## config.mk

```make
export PLATFORM = sky130hd
export DESIGN_NAME = ptm_top
export DESIGN_NICKNAME = d
export VERILOG_FILES = /design/src/inc/ptm_pkg.sv /design/src/inc/ptm_tick_if.sv /design/src/design/ptm_top.sv /design/src/design/ptm_tick.sv
export VERILOG_INCLUDE_DIRS = /design/src /design/src/inc
export SDC_FILE = /design/constraint.sdc
export NUM_CORES = 1
export LEC_CHECK = 0
export ABC_AREA = 1
export BUFFER_PORTS_ARGS = -buffer_cell sky130_fd_sc_hd__buf_2
export CAP_MARGIN = 20
export CORE_MARGIN = 3
export CORE_UTILIZATION = 41
export DETAILED_ROUTE_END_ITERATION = 10
export PLACE_DENSITY_LB_ADDON = 0.2
export SYNTH_ARGS = -nofsm -noshare
export SYNTH_HDL_FRONTEND = slang
export SYNTH_SLANG_ARGS = --single-unit
```

## constraint.sdc

```tcl
create_clock -name pclk -period 4.4 [get_ports pclk]
set_input_delay 0.44 -clock pclk [delete_from_list [all_inputs] [get_ports pclk]]
set_output_delay 0.44 -clock pclk [all_outputs]
set_load 0.05 [all_outputs]
```

## src/inc/ptm_defs.svh

```systemverilog
// Summary of operation
// - counter readable as low and high bytes
// - unused high byte bits read zero
// - comparison value A, two writable bytes
// - comparison value P, two writable bytes
// - mode 00 compare-match output, two clears
// - clear on P match, overflow if P zero
// - both A and P flags raised
// - clear-select high: clear on A, A only
// - A zero overflows at 3FF, no A flag
// - pin changes only on A match flag
// - output function sets, clears or toggles pin
// - enable rise loads initial pin level
// - mode 11 counts like 00, pin released
// - PWM: P sets period, A sets duty
// - P zero gives 1024-clock period
// - A at least period gives full duty
// - PWM raises A and P flags
// - PWM level, forcing and inversion controls
// - forced pin keeps internal counting alive
// - enable rise zeroes counter, fall holds
// - pause holds counter, resume continues
`ifndef PTM_DEFS_SVH
`define PTM_DEFS_SVH

// ---------------------------------------------------------------
// register byte addresses
// ---------------------------------------------------------------
`define PTM_ADDR_CTRL0    8'h00
`define PTM_ADDR_CTRL1    8'h04
`define PTM_ADDR_CNT_LO   8'h08
`define PTM_ADDR_CNT_HI   8'h0C
`define PTM_ADDR_CMPA_LO  8'h10
`define PTM_ADDR_CMPA_HI  8'h14
`define PTM_ADDR_CMPP_LO  8'h18
`define PTM_ADDR_CMPP_HI  8'h1C
`define PTM_ADDR_FLAGS    8'h20

// ---------------------------------------------------------------
// field positions
// ---------------------------------------------------------------
`define PTM_C0_PAUSE      7
`define PTM_C0_CKSEL_HI   6
`define PTM_C0_CKSEL_LO   4
`define PTM_C0_ENABLE     3
`define PTM_C1_MODE_HI    7
`define PTM_C1_MODE_LO    6
`define PTM_C1_FUNC_HI    5
`define PTM_C1_FUNC_LO    4
`define PTM_C1_OC         2'd3
`define PTM_C1_POL        2'd2
`define PTM_C1_CLR        0
`define PTM_FLAG_A        0
`define PTM_FLAG_P        1

// ---------------------------------------------------------------
// encodings and reset values
// ---------------------------------------------------------------
`define PTM_MODE_CMP      2'h0
`define PTM_MODE_CAP      2'h1
`define PTM_MODE_PWM      2'h2
`define PTM_MODE_TMR      2'h3
`define PTM_FN_NONE       2'h0
`define PTM_FN_LOW        2'h1
`define PTM_FN_HIGH       2'h2
`define PTM_FN_TOGGLE     2'h3
`define PTM_FN_INACTIVE   2'h0
`define PTM_FN_ACTIVE     2'h1
`define PTM_FN_PWM        2'h2
`define PTM_CK_SYS4       3'h0
`define PTM_CK_SYS        3'h1
`define PTM_CK_H16        3'h2
`define PTM_CK_H64        3'h3
`define PTM_CK_TBC0       3'h4
`define PTM_CK_TBC1       3'h5
`define PTM_CK_EXT_RISE   3'h6
`define PTM_CK_EXT_FALL   3'h7
`define PTM_BYTE_RESET    8'h00
`define PTM_CNT_RESET     10'h000
`define PTM_CNT_MAX       10'h3FF
`define PTM_PERIOD_FULL   11'h400
`define PTM_PRE_MASK4     6'h03
`define PTM_PRE_MASK16    6'h0F
`define PTM_PRE_MASK64    6'h3F

`endif

```

## src/inc/ptm_pkg.sv

```systemverilog
package ptm_pkg;
  typedef logic [9:0]  ptm_cnt_t;
  typedef logic [7:0]  ptm_byte_t;
  typedef logic [2:0]  ptm_cksel_t;
  typedef logic [31:0] ptm_word_t;
endpackage : ptm_pkg

```

## src/inc/ptm_tick_if.sv

```systemverilog
`timescale 1ns/1ps
interface ptm_tick_if;
  import ptm_pkg::*;
  ptm_cksel_t cksel;
  logic       run;
  logic       tick;
  modport core (output cksel, output run, input tick);
  modport gen  (input cksel, input run, output tick);
endinterface : ptm_tick_if

```

## src/design/ptm_top.sv

```systemverilog
// Added by the designer: the APB interface to the registers and the placing of the registers.
`timescale 1ns/1ps
`include "ptm_defs.svh"
module ptm_top import ptm_pkg::*; #(
  parameter int TBC_DIV = 256
) (
  input  wire logic        pclk,
  input  wire logic        presetn,
  input  wire logic        psel,
  input  wire logic        penable,
  input  wire logic        pwrite,
  input  wire logic [7:0]  paddr,
  input  wire logic [31:0] pwdata,
  output logic      [31:0] prdata,
  output logic             pready,
  output logic             pslverr,
  input  wire logic        ext_clk_pin,
  output logic             timer_out,
  output logic             timer_out_en,
  output logic             match_a_req,
  output logic             match_p_req
);
  ptm_tick_if tk ();

  ptm_byte_t  ctrl0_reg;
  ptm_byte_t  ctrl1_reg;
  ptm_cnt_t   cnt_reg;
  ptm_cnt_t   cmpa_reg;
  ptm_cnt_t   cmpp_reg;
  logic       flag_a_reg;
  logic       flag_p_reg;
  logic       en_d_reg;
  logic       lvl_reg;
  ptm_word_t  prdata_reg;
  logic       pready_reg;
  logic       pslverr_reg;
  logic       out_reg;
  logic       oe_reg;
  logic       req_a_reg;
  logic       req_p_reg;

  logic       en;
  logic       pause;
  logic [1:0] mode;
  logic [1:0] func;
  logic       oc;
  logic       pol;
  logic       clr_a;
  logic       en_rise;
  logic       step;
  logic [10:0] cnt_inc;
  logic [10:0] period;
  logic       hit_a;
  logic       hit_p;
  logic       set_a;
  logic       set_p;
  logic       clear_cnt;
  logic       pwm_act;
  logic       wr;
  logic       setup;
  logic       mapped;
  ptm_word_t  rd_next;

  // ---------------------------------------------------------------
  // control fields
  // ---------------------------------------------------------------
  assign en      = ctrl0_reg[`PTM_C0_ENABLE];
  assign pause   = ctrl0_reg[`PTM_C0_PAUSE];
  assign mode    = ctrl1_reg[`PTM_C1_MODE_HI:`PTM_C1_MODE_LO];
  assign func    = ctrl1_reg[`PTM_C1_FUNC_HI:`PTM_C1_FUNC_LO];
  assign oc      = ctrl1_reg[`PTM_C1_OC];
  assign pol     = ctrl1_reg[`PTM_C1_POL];
  assign clr_a   = ctrl1_reg[`PTM_C1_CLR] && (mode != `PTM_MODE_PWM) && (mode != `PTM_MODE_CAP);
  assign en_rise = en && !en_d_reg;

  // ---------------------------------------------------------------
  // tick source
  // ---------------------------------------------------------------
  assign tk.cksel = ctrl0_reg[`PTM_C0_CKSEL_HI:`PTM_C0_CKSEL_LO];
  assign tk.run   = en;

  ptm_tick #(.TBC_DIV(TBC_DIV)) u_tick (
    .pclk        (pclk),
    .presetn     (presetn),
    .ext_clk_pin (ext_clk_pin),
    .tk          (tk)
  );

  // ---------------------------------------------------------------
  // match and clear logic
  // ---------------------------------------------------------------
  // gated counting
  assign step    = tk.tick && en && en_d_reg && !pause;
  assign cnt_inc = {1'b0, cnt_reg} + 11'h001;
  assign period  = (cmpp_reg == `PTM_CNT_RESET) ? `PTM_PERIOD_FULL : {1'b0, cmpp_reg};
  assign hit_a   = step && (cnt_inc == {1'b0, cmpa_reg});
  assign hit_p   = step && (cnt_inc == period);
  assign set_a   = hit_a && (mode != `PTM_MODE_CAP);
  assign set_p   = hit_p && !clr_a;
  assign clear_cnt = clr_a ? hit_a : hit_p;
  assign pwm_act = {1'b0, cnt_reg} < {1'b0, cmpa_reg};

  always_ff @(posedge pclk or negedge presetn) begin
    if (!presetn) begin
      en_d_reg <= 1'b0;
    end else begin
      en_d_reg <= en;
    end
  end

  always_ff @(posedge pclk or negedge presetn) begin
    if (!presetn) begin
      cnt_reg <= `PTM_CNT_RESET;
    end else if (en_rise) begin
      cnt_reg <= `PTM_CNT_RESET;
    end else if (clear_cnt) begin
      cnt_reg <= `PTM_CNT_RESET;
    end else if (step) begin
      cnt_reg <= cnt_inc[9:0];
    end
  end

  // ---------------------------------------------------------------
  // apb slave, no wait states
  // ---------------------------------------------------------------
  assign setup  = psel && !penable;
  assign wr     = psel && penable && pwrite && pready_reg && !pslverr_reg;
  assign mapped = (paddr <= `PTM_ADDR_FLAGS) && (paddr[1:0] == 2'h0);

  always_comb begin
    rd_next = '0;
    if (paddr == `PTM_ADDR_CTRL0) begin
      rd_next[7:0] = ctrl0_reg;
    end else if (paddr == `PTM_ADDR_CTRL1) begin
      rd_next[7:0] = ctrl1_reg;
    end else if (paddr == `PTM_ADDR_CNT_LO) begin
      rd_next[7:0] = cnt_reg[7:0];
    end else if (paddr == `PTM_ADDR_CNT_HI) begin
      rd_next[1:0] = cnt_reg[9:8];
    end else if (paddr == `PTM_ADDR_CMPA_LO) begin
      rd_next[7:0] = cmpa_reg[7:0];
    end else if (paddr == `PTM_ADDR_CMPA_HI) begin
      rd_next[1:0] = cmpa_reg[9:8];
    end else if (paddr == `PTM_ADDR_CMPP_LO) begin
      rd_next[7:0] = cmpp_reg[7:0];
    end else if (paddr == `PTM_ADDR_CMPP_HI) begin
      rd_next[1:0] = cmpp_reg[9:8];
    end else if (paddr == `PTM_ADDR_FLAGS) begin
      rd_next[`PTM_FLAG_A] = flag_a_reg;
      rd_next[`PTM_FLAG_P] = flag_p_reg;
    end
  end

  always_ff @(posedge pclk or negedge presetn) begin
    if (!presetn) begin
      prdata_reg  <= '0;
      pready_reg  <= 1'b0;
      pslverr_reg <= 1'b0;
    end else begin
      pready_reg  <= setup;
      pslverr_reg <= setup && !mapped;
      if (setup) begin
        prdata_reg <= pwrite ? '0 : rd_next;
      end
    end
  end

  always_ff @(posedge pclk or negedge presetn) begin
    if (!presetn) begin
      ctrl0_reg <= `PTM_BYTE_RESET;
      ctrl1_reg <= `PTM_BYTE_RESET;
      cmpa_reg  <= `PTM_CNT_RESET;
      cmpp_reg  <= `PTM_CNT_RESET;
    end else if (wr) begin
      if (paddr == `PTM_ADDR_CTRL0) begin
        ctrl0_reg <= {pwdata[7:3], 3'h0};
      end else if (paddr == `PTM_ADDR_CTRL1) begin
        ctrl1_reg <= pwdata[7:0];
      end else if (paddr == `PTM_ADDR_CMPA_LO) begin
        cmpa_reg[7:0] <= pwdata[7:0];
      end else if (paddr == `PTM_ADDR_CMPA_HI) begin
        cmpa_reg[9:8] <= pwdata[1:0];
      end else if (paddr == `PTM_ADDR_CMPP_LO) begin
        cmpp_reg[7:0] <= pwdata[7:0];
      end else if (paddr == `PTM_ADDR_CMPP_HI) begin
        cmpp_reg[9:8] <= pwdata[1:0];
      end
    end
  end

  // ---------------------------------------------------------------
  // sticky flags, set beats clear
  // ---------------------------------------------------------------
  // sticky flags
  always_ff @(posedge pclk or negedge presetn) begin
    if (!presetn) begin
      flag_a_reg <= 1'b0;
      flag_p_reg <= 1'b0;
      req_a_reg  <= 1'b0;
      req_p_reg  <= 1'b0;
    end else begin
      req_a_reg <= set_a;
      req_p_reg <= set_p;
      if (set_a) begin
        flag_a_reg <= 1'b1;
      end else if (wr && paddr == `PTM_ADDR_FLAGS && pwdata[`PTM_FLAG_A]) begin
        flag_a_reg <= 1'b0;
      end
      if (set_p) begin
        flag_p_reg <= 1'b1;
      end else if (wr && paddr == `PTM_ADDR_FLAGS && pwdata[`PTM_FLAG_P]) begin
        flag_p_reg <= 1'b0;
      end
    end
  end

  // ---------------------------------------------------------------
  // output pin
  // ---------------------------------------------------------------
  // compare level
  always_ff @(posedge pclk or negedge presetn) begin
    if (!presetn) begin
      lvl_reg <= 1'b0;
    end else if (en_rise) begin
      lvl_reg <= oc;
    end else if (set_a && mode == `PTM_MODE_CMP) begin
      case (func)
        `PTM_FN_LOW:    lvl_reg <= 1'b0;
        `PTM_FN_HIGH:   lvl_reg <= 1'b1;
        `PTM_FN_TOGGLE: lvl_reg <= !lvl_reg;
        default:        lvl_reg <= lvl_reg;
      endcase
    end
  end

  always_ff @(posedge pclk or negedge presetn) begin
    if (!presetn) begin
      out_reg <= 1'b0;
      oe_reg  <= 1'b0;
    end else begin
      case (mode)
        `PTM_MODE_CMP: begin
          oe_reg  <= 1'b1;
          out_reg <= lvl_reg ^ pol;
        end
        `PTM_MODE_PWM: begin
          oe_reg <= 1'b1;
          case (func)
            `PTM_FN_ACTIVE: out_reg <= oc ^ pol;
            `PTM_FN_PWM:    out_reg <= (pwm_act ? oc : !oc) ^ pol;
            default:        out_reg <= !oc ^ pol;
          endcase
        end
        default: begin
          oe_reg  <= 1'b0;
          out_reg <= 1'b0;
        end
      endcase
    end
  end

  assign prdata       = prdata_reg;
  assign pready       = pready_reg;
  assign pslverr      = pslverr_reg;
  assign timer_out    = out_reg;
  assign timer_out_en = oe_reg;
  assign match_a_req  = req_a_reg;
  assign match_p_req  = req_p_reg;

  logic flag_a_clr;
  assign flag_a_clr = wr && paddr == `PTM_ADDR_FLAGS && pwdata[`PTM_FLAG_A];
endmodule : ptm_top

```

## src/design/ptm_tick.sv

```systemverilog
`timescale 1ns/1ps
`include "ptm_defs.svh"
module ptm_tick import ptm_pkg::*; #(
  parameter int TBC_DIV = 256
) (
  input  wire logic  pclk,
  input  wire logic  presetn,
  input  wire logic  ext_clk_pin,
  ptm_tick_if.gen    tk
);
  localparam int TW = $clog2(TBC_DIV);

  logic [5:0]    pre_reg;
  logic [TW-1:0] tbc_reg;
  logic [2:0]    sync_reg;
  logic          lvl_reg;
  logic          tick_next;
  logic          tick_reg;

  // ---------------------------------------------------------------
  // free prescalers, idle while powered down
  // ---------------------------------------------------------------
  always_ff @(posedge pclk or negedge presetn) begin
    if (!presetn) begin
      pre_reg <= '0;
      tbc_reg <= '0;
    end else if (tk.run) begin
      pre_reg <= pre_reg + 6'h01;
      tbc_reg <= (tbc_reg == TW'(TBC_DIV - 1)) ? '0 : tbc_reg + TW'(1);
    end
  end

  // ---------------------------------------------------------------
  // pin clock synchroniser
  // ---------------------------------------------------------------
  always_ff @(posedge pclk or negedge presetn) begin
    if (!presetn) begin
      sync_reg <= 3'h0;
      lvl_reg  <= 1'b0;
    end else begin
      sync_reg <= {sync_reg[1:0], ext_clk_pin};
      if (sync_reg[1] == sync_reg[2]) begin
        lvl_reg <= sync_reg[2];
      end
    end
  end

  always_comb begin
    tick_next = 1'b0;
    case (tk.cksel)
      `PTM_CK_SYS4:     tick_next = (pre_reg & `PTM_PRE_MASK4) == `PTM_PRE_MASK4;
      `PTM_CK_SYS:      tick_next = 1'b1;
      `PTM_CK_H16:      tick_next = (pre_reg & `PTM_PRE_MASK16) == `PTM_PRE_MASK16;
      `PTM_CK_H64:      tick_next = pre_reg == `PTM_PRE_MASK64;
      `PTM_CK_TBC0,
      `PTM_CK_TBC1:     tick_next = tbc_reg == TW'(TBC_DIV - 1);
      `PTM_CK_EXT_RISE: tick_next = (sync_reg[1] == sync_reg[2]) && sync_reg[2] && !lvl_reg;
      default:          tick_next = (sync_reg[1] == sync_reg[2]) && !sync_reg[2] && lvl_reg;
    endcase
  end

  always_ff @(posedge pclk or negedge presetn) begin
    if (!presetn) begin
      tick_reg <= 1'b0;
    end else begin
      tick_reg <= tick_next && tk.run;
    end
  end

  assign tk.tick = tick_reg;
endmodule : ptm_tick

```

======== Yosys cells after proc, flatten, opt, wreduce, memory -nomap -nowiden ========
Cells that the tools add are included.
storage, ports and cells
  input bits .............................. 46
  word-level logic and storage cells ...... 150
  output and inout port bits .............. 38
  register bits after elaboration ......... 104
operators by class
  eq/ne operators ......................... 27
  reductions and logical operators ........ 55
  bitwise operators ....................... 9
  mux-type cells .......................... 31
  $lt $le $gt $ge ......................... 2
  $add $sub $neg .......................... 3
operator list
  cell                   number
  $mux 8                 6
  $eq 8x5->1 const B     4
  $mux 10                3
  $logic_and 1x1->1      26
  $mux 6                 3
  $eq 8x4->1 const B     2
  $add 10x1->11 const B  1
  $eq 11x10->1           1
  $eq 11x11->1           1
  $mux 11                1
  $logic_not 1->1        10
  $logic_not 10->1       1
  $lt 10x10->1           1
  $mux 2                 5
  $eq 3x3->1 const B     3
  $mux 1                 9
  $add 8x1->8 const B    1
  $eq 2x2->1 const B     4
  $eq 8x3->1 const B     1
  $eq 8x6->1 const B     1
  $eq 8x8->1 const B     1
  $le 8x6->1 const B     1
  $logic_not 8->1        1
  $reduce_and 7->1       1
  25 further kinds       39

======== Logic depth before layout (Yosys ltp) ========
  depth after elaboration ................. 11
  mapped depth ............................ 15
  gate-level depth less buffers ........... 15

======== Modules after synthesis ========
Synthesis repeated with hierarchy kept, for this count alone.
unflattened totals
  cell total of the unflattened synthesis .. 638
  area total of the unflattened synthesis .. 4,883.4 um^2
modules (own cells, without submodules)
  module    times used  sequential area each (um^2)  area an instance (um^2)  cells each
  ptm_top   1           1,526.5                      3,935.0                  532
  ptm_tick  1           475.5                        948.4                    106

======== Least setup slack after synthesis ========
Ideal clock, no wire load.
  kind .................................... reg2reg
  start ................................... register pready_reg, in the netlist pready
  end ..................................... register cmpa_reg[6]
  setup time .............................. 118 ps
  stages on the path, launching flop included .. 9
  period minus slack after synthesis ...... 1,810 ps
  arrival ................................. 1,692 ps
  path slack .............................. 2,590 ps
  path buffers ............................ 1
  data required time ...................... 4,282 ps
  cell sequence ........................... dfrtp_1 > nand3_1 > nor3_1 > nand2_2 > nor2_2 > nand2_4 > buf_6 > nand2_1 > o21ai_2
between the ends
  longest elaborated chain between the ends .. 3
RTL lines
  element                         line            source
  start, declared                 ptm_top.sv:35   logic pready_reg;
  start signal, assigned          ptm_top.sv:160  pready_reg <= setup;
  $logic_and 1x1->1 (2 in a row)  ptm_top.sv:127  assign wr = psel && penable && pwrite && pready_reg && !pslverr_reg;
  $reduce_and 4->1 (no line)      --
  end signal, assigned            ptm_top.sv:172  cmpa_reg <= `PTM_CNT_RESET;
  end signal, assigned            ptm_top.sv:180  cmpa_reg[7:0] <= pwdata[7:0];
  end, declared                   ptm_top.sv:28   ptm_cnt_t cmpa_reg;
Every way passes these cells.
A chain may end at the register's enable or synchronous reset.

======== Worst setup path after layout ========
  start ................................... register cnt_reg[0]
  end ..................................... register cnt_reg[2]
between the ends
  longest elaborated chain between the ends .. 6
  elaborated cells between the ends (all ways) .. 10
  those cells by class .................... add/sub (1); eq/ne (2); mux (4); reduce/logical (3)
RTL lines
  element                                       line                          source
  start, declared                               ptm_top.sv:27                 ptm_cnt_t cnt_reg;
  start signal, assigned                        ptm_top.sv:113                cnt_reg <= `PTM_CNT_RESET;
  start signal, assigned                        ptm_top.sv:115                cnt_reg <= `PTM_CNT_RESET;
  start signal, assigned                        ptm_top.sv:117                cnt_reg <= `PTM_CNT_RESET;
  $add 10x1->11 *                               ptm_top.sv:94                 assign cnt_inc = {1'b0, cnt_reg} + 11'h001;
  $eq 11x11->1 or $eq 11x10->1 (tied branches)  ptm_top.sv:97, ptm_top.sv:96
  $logic_and 1x1->1, on equally long branches   ptm_top.sv:97, ptm_top.sv:96
  $mux 1                                        ptm_top.sv:100                assign clear_cnt = clr_a ? hit_a : hit_p;
  $mux 10                                       ptm_top.sv:116                end else if (clear_cnt) begin
  $mux 10                                       ptm_top.sv:114                end else if (en_rise) begin
Mark *: on every way between the ends. The rest lies on a longest branch, timed or not. The select of a mux whose other input is x is not followed.

==> results by group <==
Status
  • Status: finished, final reports clean

Critical path
  • Worst R2R Path Depth: 14
  • CP max FO: 10
  • Crit path arrival time: 2.69 ns
  • Most common cell on crit path: nand2_1
  • R2R Path End: cnt_reg[2]
  • Buffers & Inverters on Critical Path: 1
  • CP top delay family: simple AND/OR/NAND/NOR gates
  • Critical Path Sink Type: flop
  • Critical Path RT: 4.63 ns
  • R2r setup slk: 1.94 ns
  • Crit-path cells: ha_1 -> nand3_2 -> nand2_1 -> nand2_1 -> nand2_1 -> nand2_1 -> inv_1 -> nand2_1 -> nor2_1 -> nand2_1 -> nor2_2 -> nand3_2 -> nand3_4 -> nor2_1
  • R2r startpoint: cnt_reg[0]
  • Slowest-stage cell, CP: dfrtp_1
  • WS Path Type: flop to flop
  • Setup crit start kind: flop
  • Highest cell delay on the worst timing path: 0.58 ns

Clock network
  • CTS tree: yes
  • Clk slew on worst S/H paths: 0.06 ns
  • Clock Tree Root: clkbuf_16
  • Post-CTS setup buffers: 0
  • Clk sink count: 80
  • Skew-Pair Late Insertion Delay: 0.35 ns
  • H-Tree Depth: 3
  • Total CTS buffers: 9
  • Clk buf depth: 2

Timing
  • Final Hold Viols: 0
  • Max-slew violation count: 0
  • Setup ws final: 1.94 ns
  • Fmax: 407 MHz
  • Period minus WS final: 2.46 ns
  • Unrepaired setup endpoints after global routing: false
  • Final Setup Violations: 0
  • Setup TNS: 0 ns
  • Worst Max-Slew Pin Slew: 0.765 ns
  • Crit share post-route: 0.559
  • Slew HR: 0.486
  • Clk_skew: 0.00900 ns

Place
  • Port Buf Inserts: 35
  • Cell area after placement: 5090 um2
  • Hpwl dp: 9.07 mm
  • Setup slack at placement: 1.97 ns
  • GP Congestion: 0.964

Detailed routing
  • Routed wire length: 11.8 mm
  • Via count: 4,120
  • Post-route DRC: 0
  • Post-route ant nets: 0
  • Via/cell ratio: 4.98
  • Wire per inst: 14.3 um
  • DR pass1 iterations: 4
  • Detailed Route Iter0 Violations: 243

Global route
  • Global route overflow: 0
  • Vias in the first global route: 3,933
  • Largest net degree at the start of global routing: 81
  • Tot GR Track Use: 0.190
  • Initial antenna violation count: 0
  • First-pass GRT wire length: 19.6 mm

Min path
  • Hold Crit Class: input pin to flop
  • Min-Delay Endpoint: u_tick.sync_reg[0]
  • Hold Path Origin: ext_clk_pin
  • Worst hold stages: 1

Synth
  • Multiplexer area fraction after synthesis: 0
  • Synth Area in Compound Gates: 0.114
  • Synth Register Bits: 80
  • Post-synth top area cell: dfrtp_1
  • Syn avg cell area: 7.63 um2
  • Main combinational cell family by area after synthesis: simple AND/OR/NAND/NOR gates
  • Count leader, synth: nand2_1
  • Post-synth ARST share: 1.00
  • Post-Synth Simple-Gate Area: 0.279
  • Synth top area share: 0.408
  • Sequential share of the synthesized area: 0.408
  • Yosys cell types: 41
  • Synth top cells by count: nand2_1, inv_1, dfrtp_1
  • Gate Count Post-Synth: 643
  • Yosys warns: 0
  • Adder-cell area share of the yosys netlist: 0.0459
  • Dominant cells by area after synthesis: dfrtp_1, nand2_1, inv_1
  • Xor/xnor share of the synthesized area: 0.0306
  • Synthesized area: 4910 um2
  • Post-synth EDFFs: 0
  • Post-synth top flop: dfrtp_1

Die
  • Die area: 13,300 um2
  • Chip height: 115 um
  • Initial core utilization: 0.424
  • Core outline area: 11,600 um2
  • Rows: 39
  • Die span in x: 115 um
  • Num ports: 84

Finish
  • Design area: 5440 um2
  • Area Overhead vs Synth: 10.9%
  • Nets: 743
  • Antenna Diode Count: 0
  • Utilization after layout: 0.471
  • Share of layout cells above drive strength 1: 0.133

Power and ir drop
  • Pwr per Cell Area: 302 nW/um2
  • P_leak: 2.79 nW
  • VDD IR max: 188 uV
  • Design Power: 1.64 mW

Job
  • Max cap viols: 0
-- how the worst max path moves through the flow --
stage	cells past startpoint	startpoint	slack [ns]	to
finish	14	cnt_reg[0]	1.94	cnt_reg[2]
global placement	12	cnt_reg[0]	1.97	cnt_reg[4]
CTS	12	cnt_reg[0]	1.94	cnt_reg[2]
global route	14	cnt_reg[0]	1.65	cnt_reg[2]
detailed placement	12	cnt_reg[0]	1.97	cnt_reg[2]
floorplan	8	pready	2.59	cmpa_reg[6]
-- cell usage in the layout, fill, tap and decap left out, types with 3 or more instances in the layout --
cell type | Yosys | layout
clkbuf_16 | 0 | 9
o221ai_1 | 3 | 3
o21ai_2 | 8 | 8
nand4_1 | 10 | 10
nand2_2 | 8 | 8
a211oi_1 | 4 | 4
xnor2_1 | 4 | 4
xor2_1 | 8 | 8
dfrtp_1 | 80 | 80
buf_2 | 1 | 34
a21oi_1 | 16 | 16
nand2_1 | 174 | 174
nor2_1 | 43 | 43
nor2_2 | 11 | 11
nand3_1 | 41 | 41
o21ai_0 | 50 | 50
nor3_1 | 6 | 6
ha_1 | 18 | 18
o211ai_1 | 3 | 3
o22ai_1 | 6 | 6
conb_1 | 1 | 24
inv_1 | 89 | 89
inv_6 | 0 | 3
-- logic make-up after synthesis --
family,after synthesis
and+or+nand+nor,308
buffers and inverters,126
AOI/OAI and AO/OA,96
DFF,80
adders and majority gates,18
xor gates and xnor gates,14
other,1
-- power breakdown --
group	internal [mW]	switching [mW]	leakage (nW)
sequential	0.742	0.00525	1.09
combinational	0.0198	0.0918	1.54
clock	0.464	0.319	0.156
total	1.23	0.416	2.79
-- worst reg2reg max path, cell delays in order, from the launching register on --
cell and delay (ns):
dfrtp_1 0.58, ha_1 0.43, nand3_2 0.16, nand2_1 0.16, nand2_1 0.12, nand2_1 0.08, nand2_1 0.04, inv_1 0.05
nand2_1 0.05, nor2_1 0.10, nand2_1 0.11, nor2_2 0.10, nand3_2 0.13, nand3_4 0.19, nor2_1 0.07
-- area by class of cell --
| class | count | area (um2) |
|---|---|---|
| Multi-Input combinational cell | 460 | 2390 |
| Clock buffer | 10 | 239 |
| Clock inverter | 6 | 72.6 |
| Inverter | 91 | 342 |
| Tap cell | 143 | 179 |
| Timing Repair Buffer | 37 | 215 |
| Fill cell | 1147 | 6120 |
| Sequential cell | 80 | 2000 |
-- routing by layer --
layer / vias to the layer above / routed length [um] / GRT usage
met5: - / 0 / 0
met4: 0 / 284 / 0.0853
met3: 18 / 534 / 0.0319
met2: 102 / 5390 / 0.298
met1: 1898 / 5600 / 0.258
li1: 2102 / - / -
-- through the flow --
stage	hold slack (ns)	cells
floorplan	0.144	666
global route	0.188	827
global placement	0.333	809
CTS	0.184	825
finish	0.198	827
detailed placement	0.336	809
-- timing repair --
item,in CTS,in global routing
gates resized for setup,0,0
hold buffers,0,1
endpoints found under the hold margin,0,8
endpoints found under the setup margin,0,0
No activity file was read; power rests on OpenSTA's default activity.
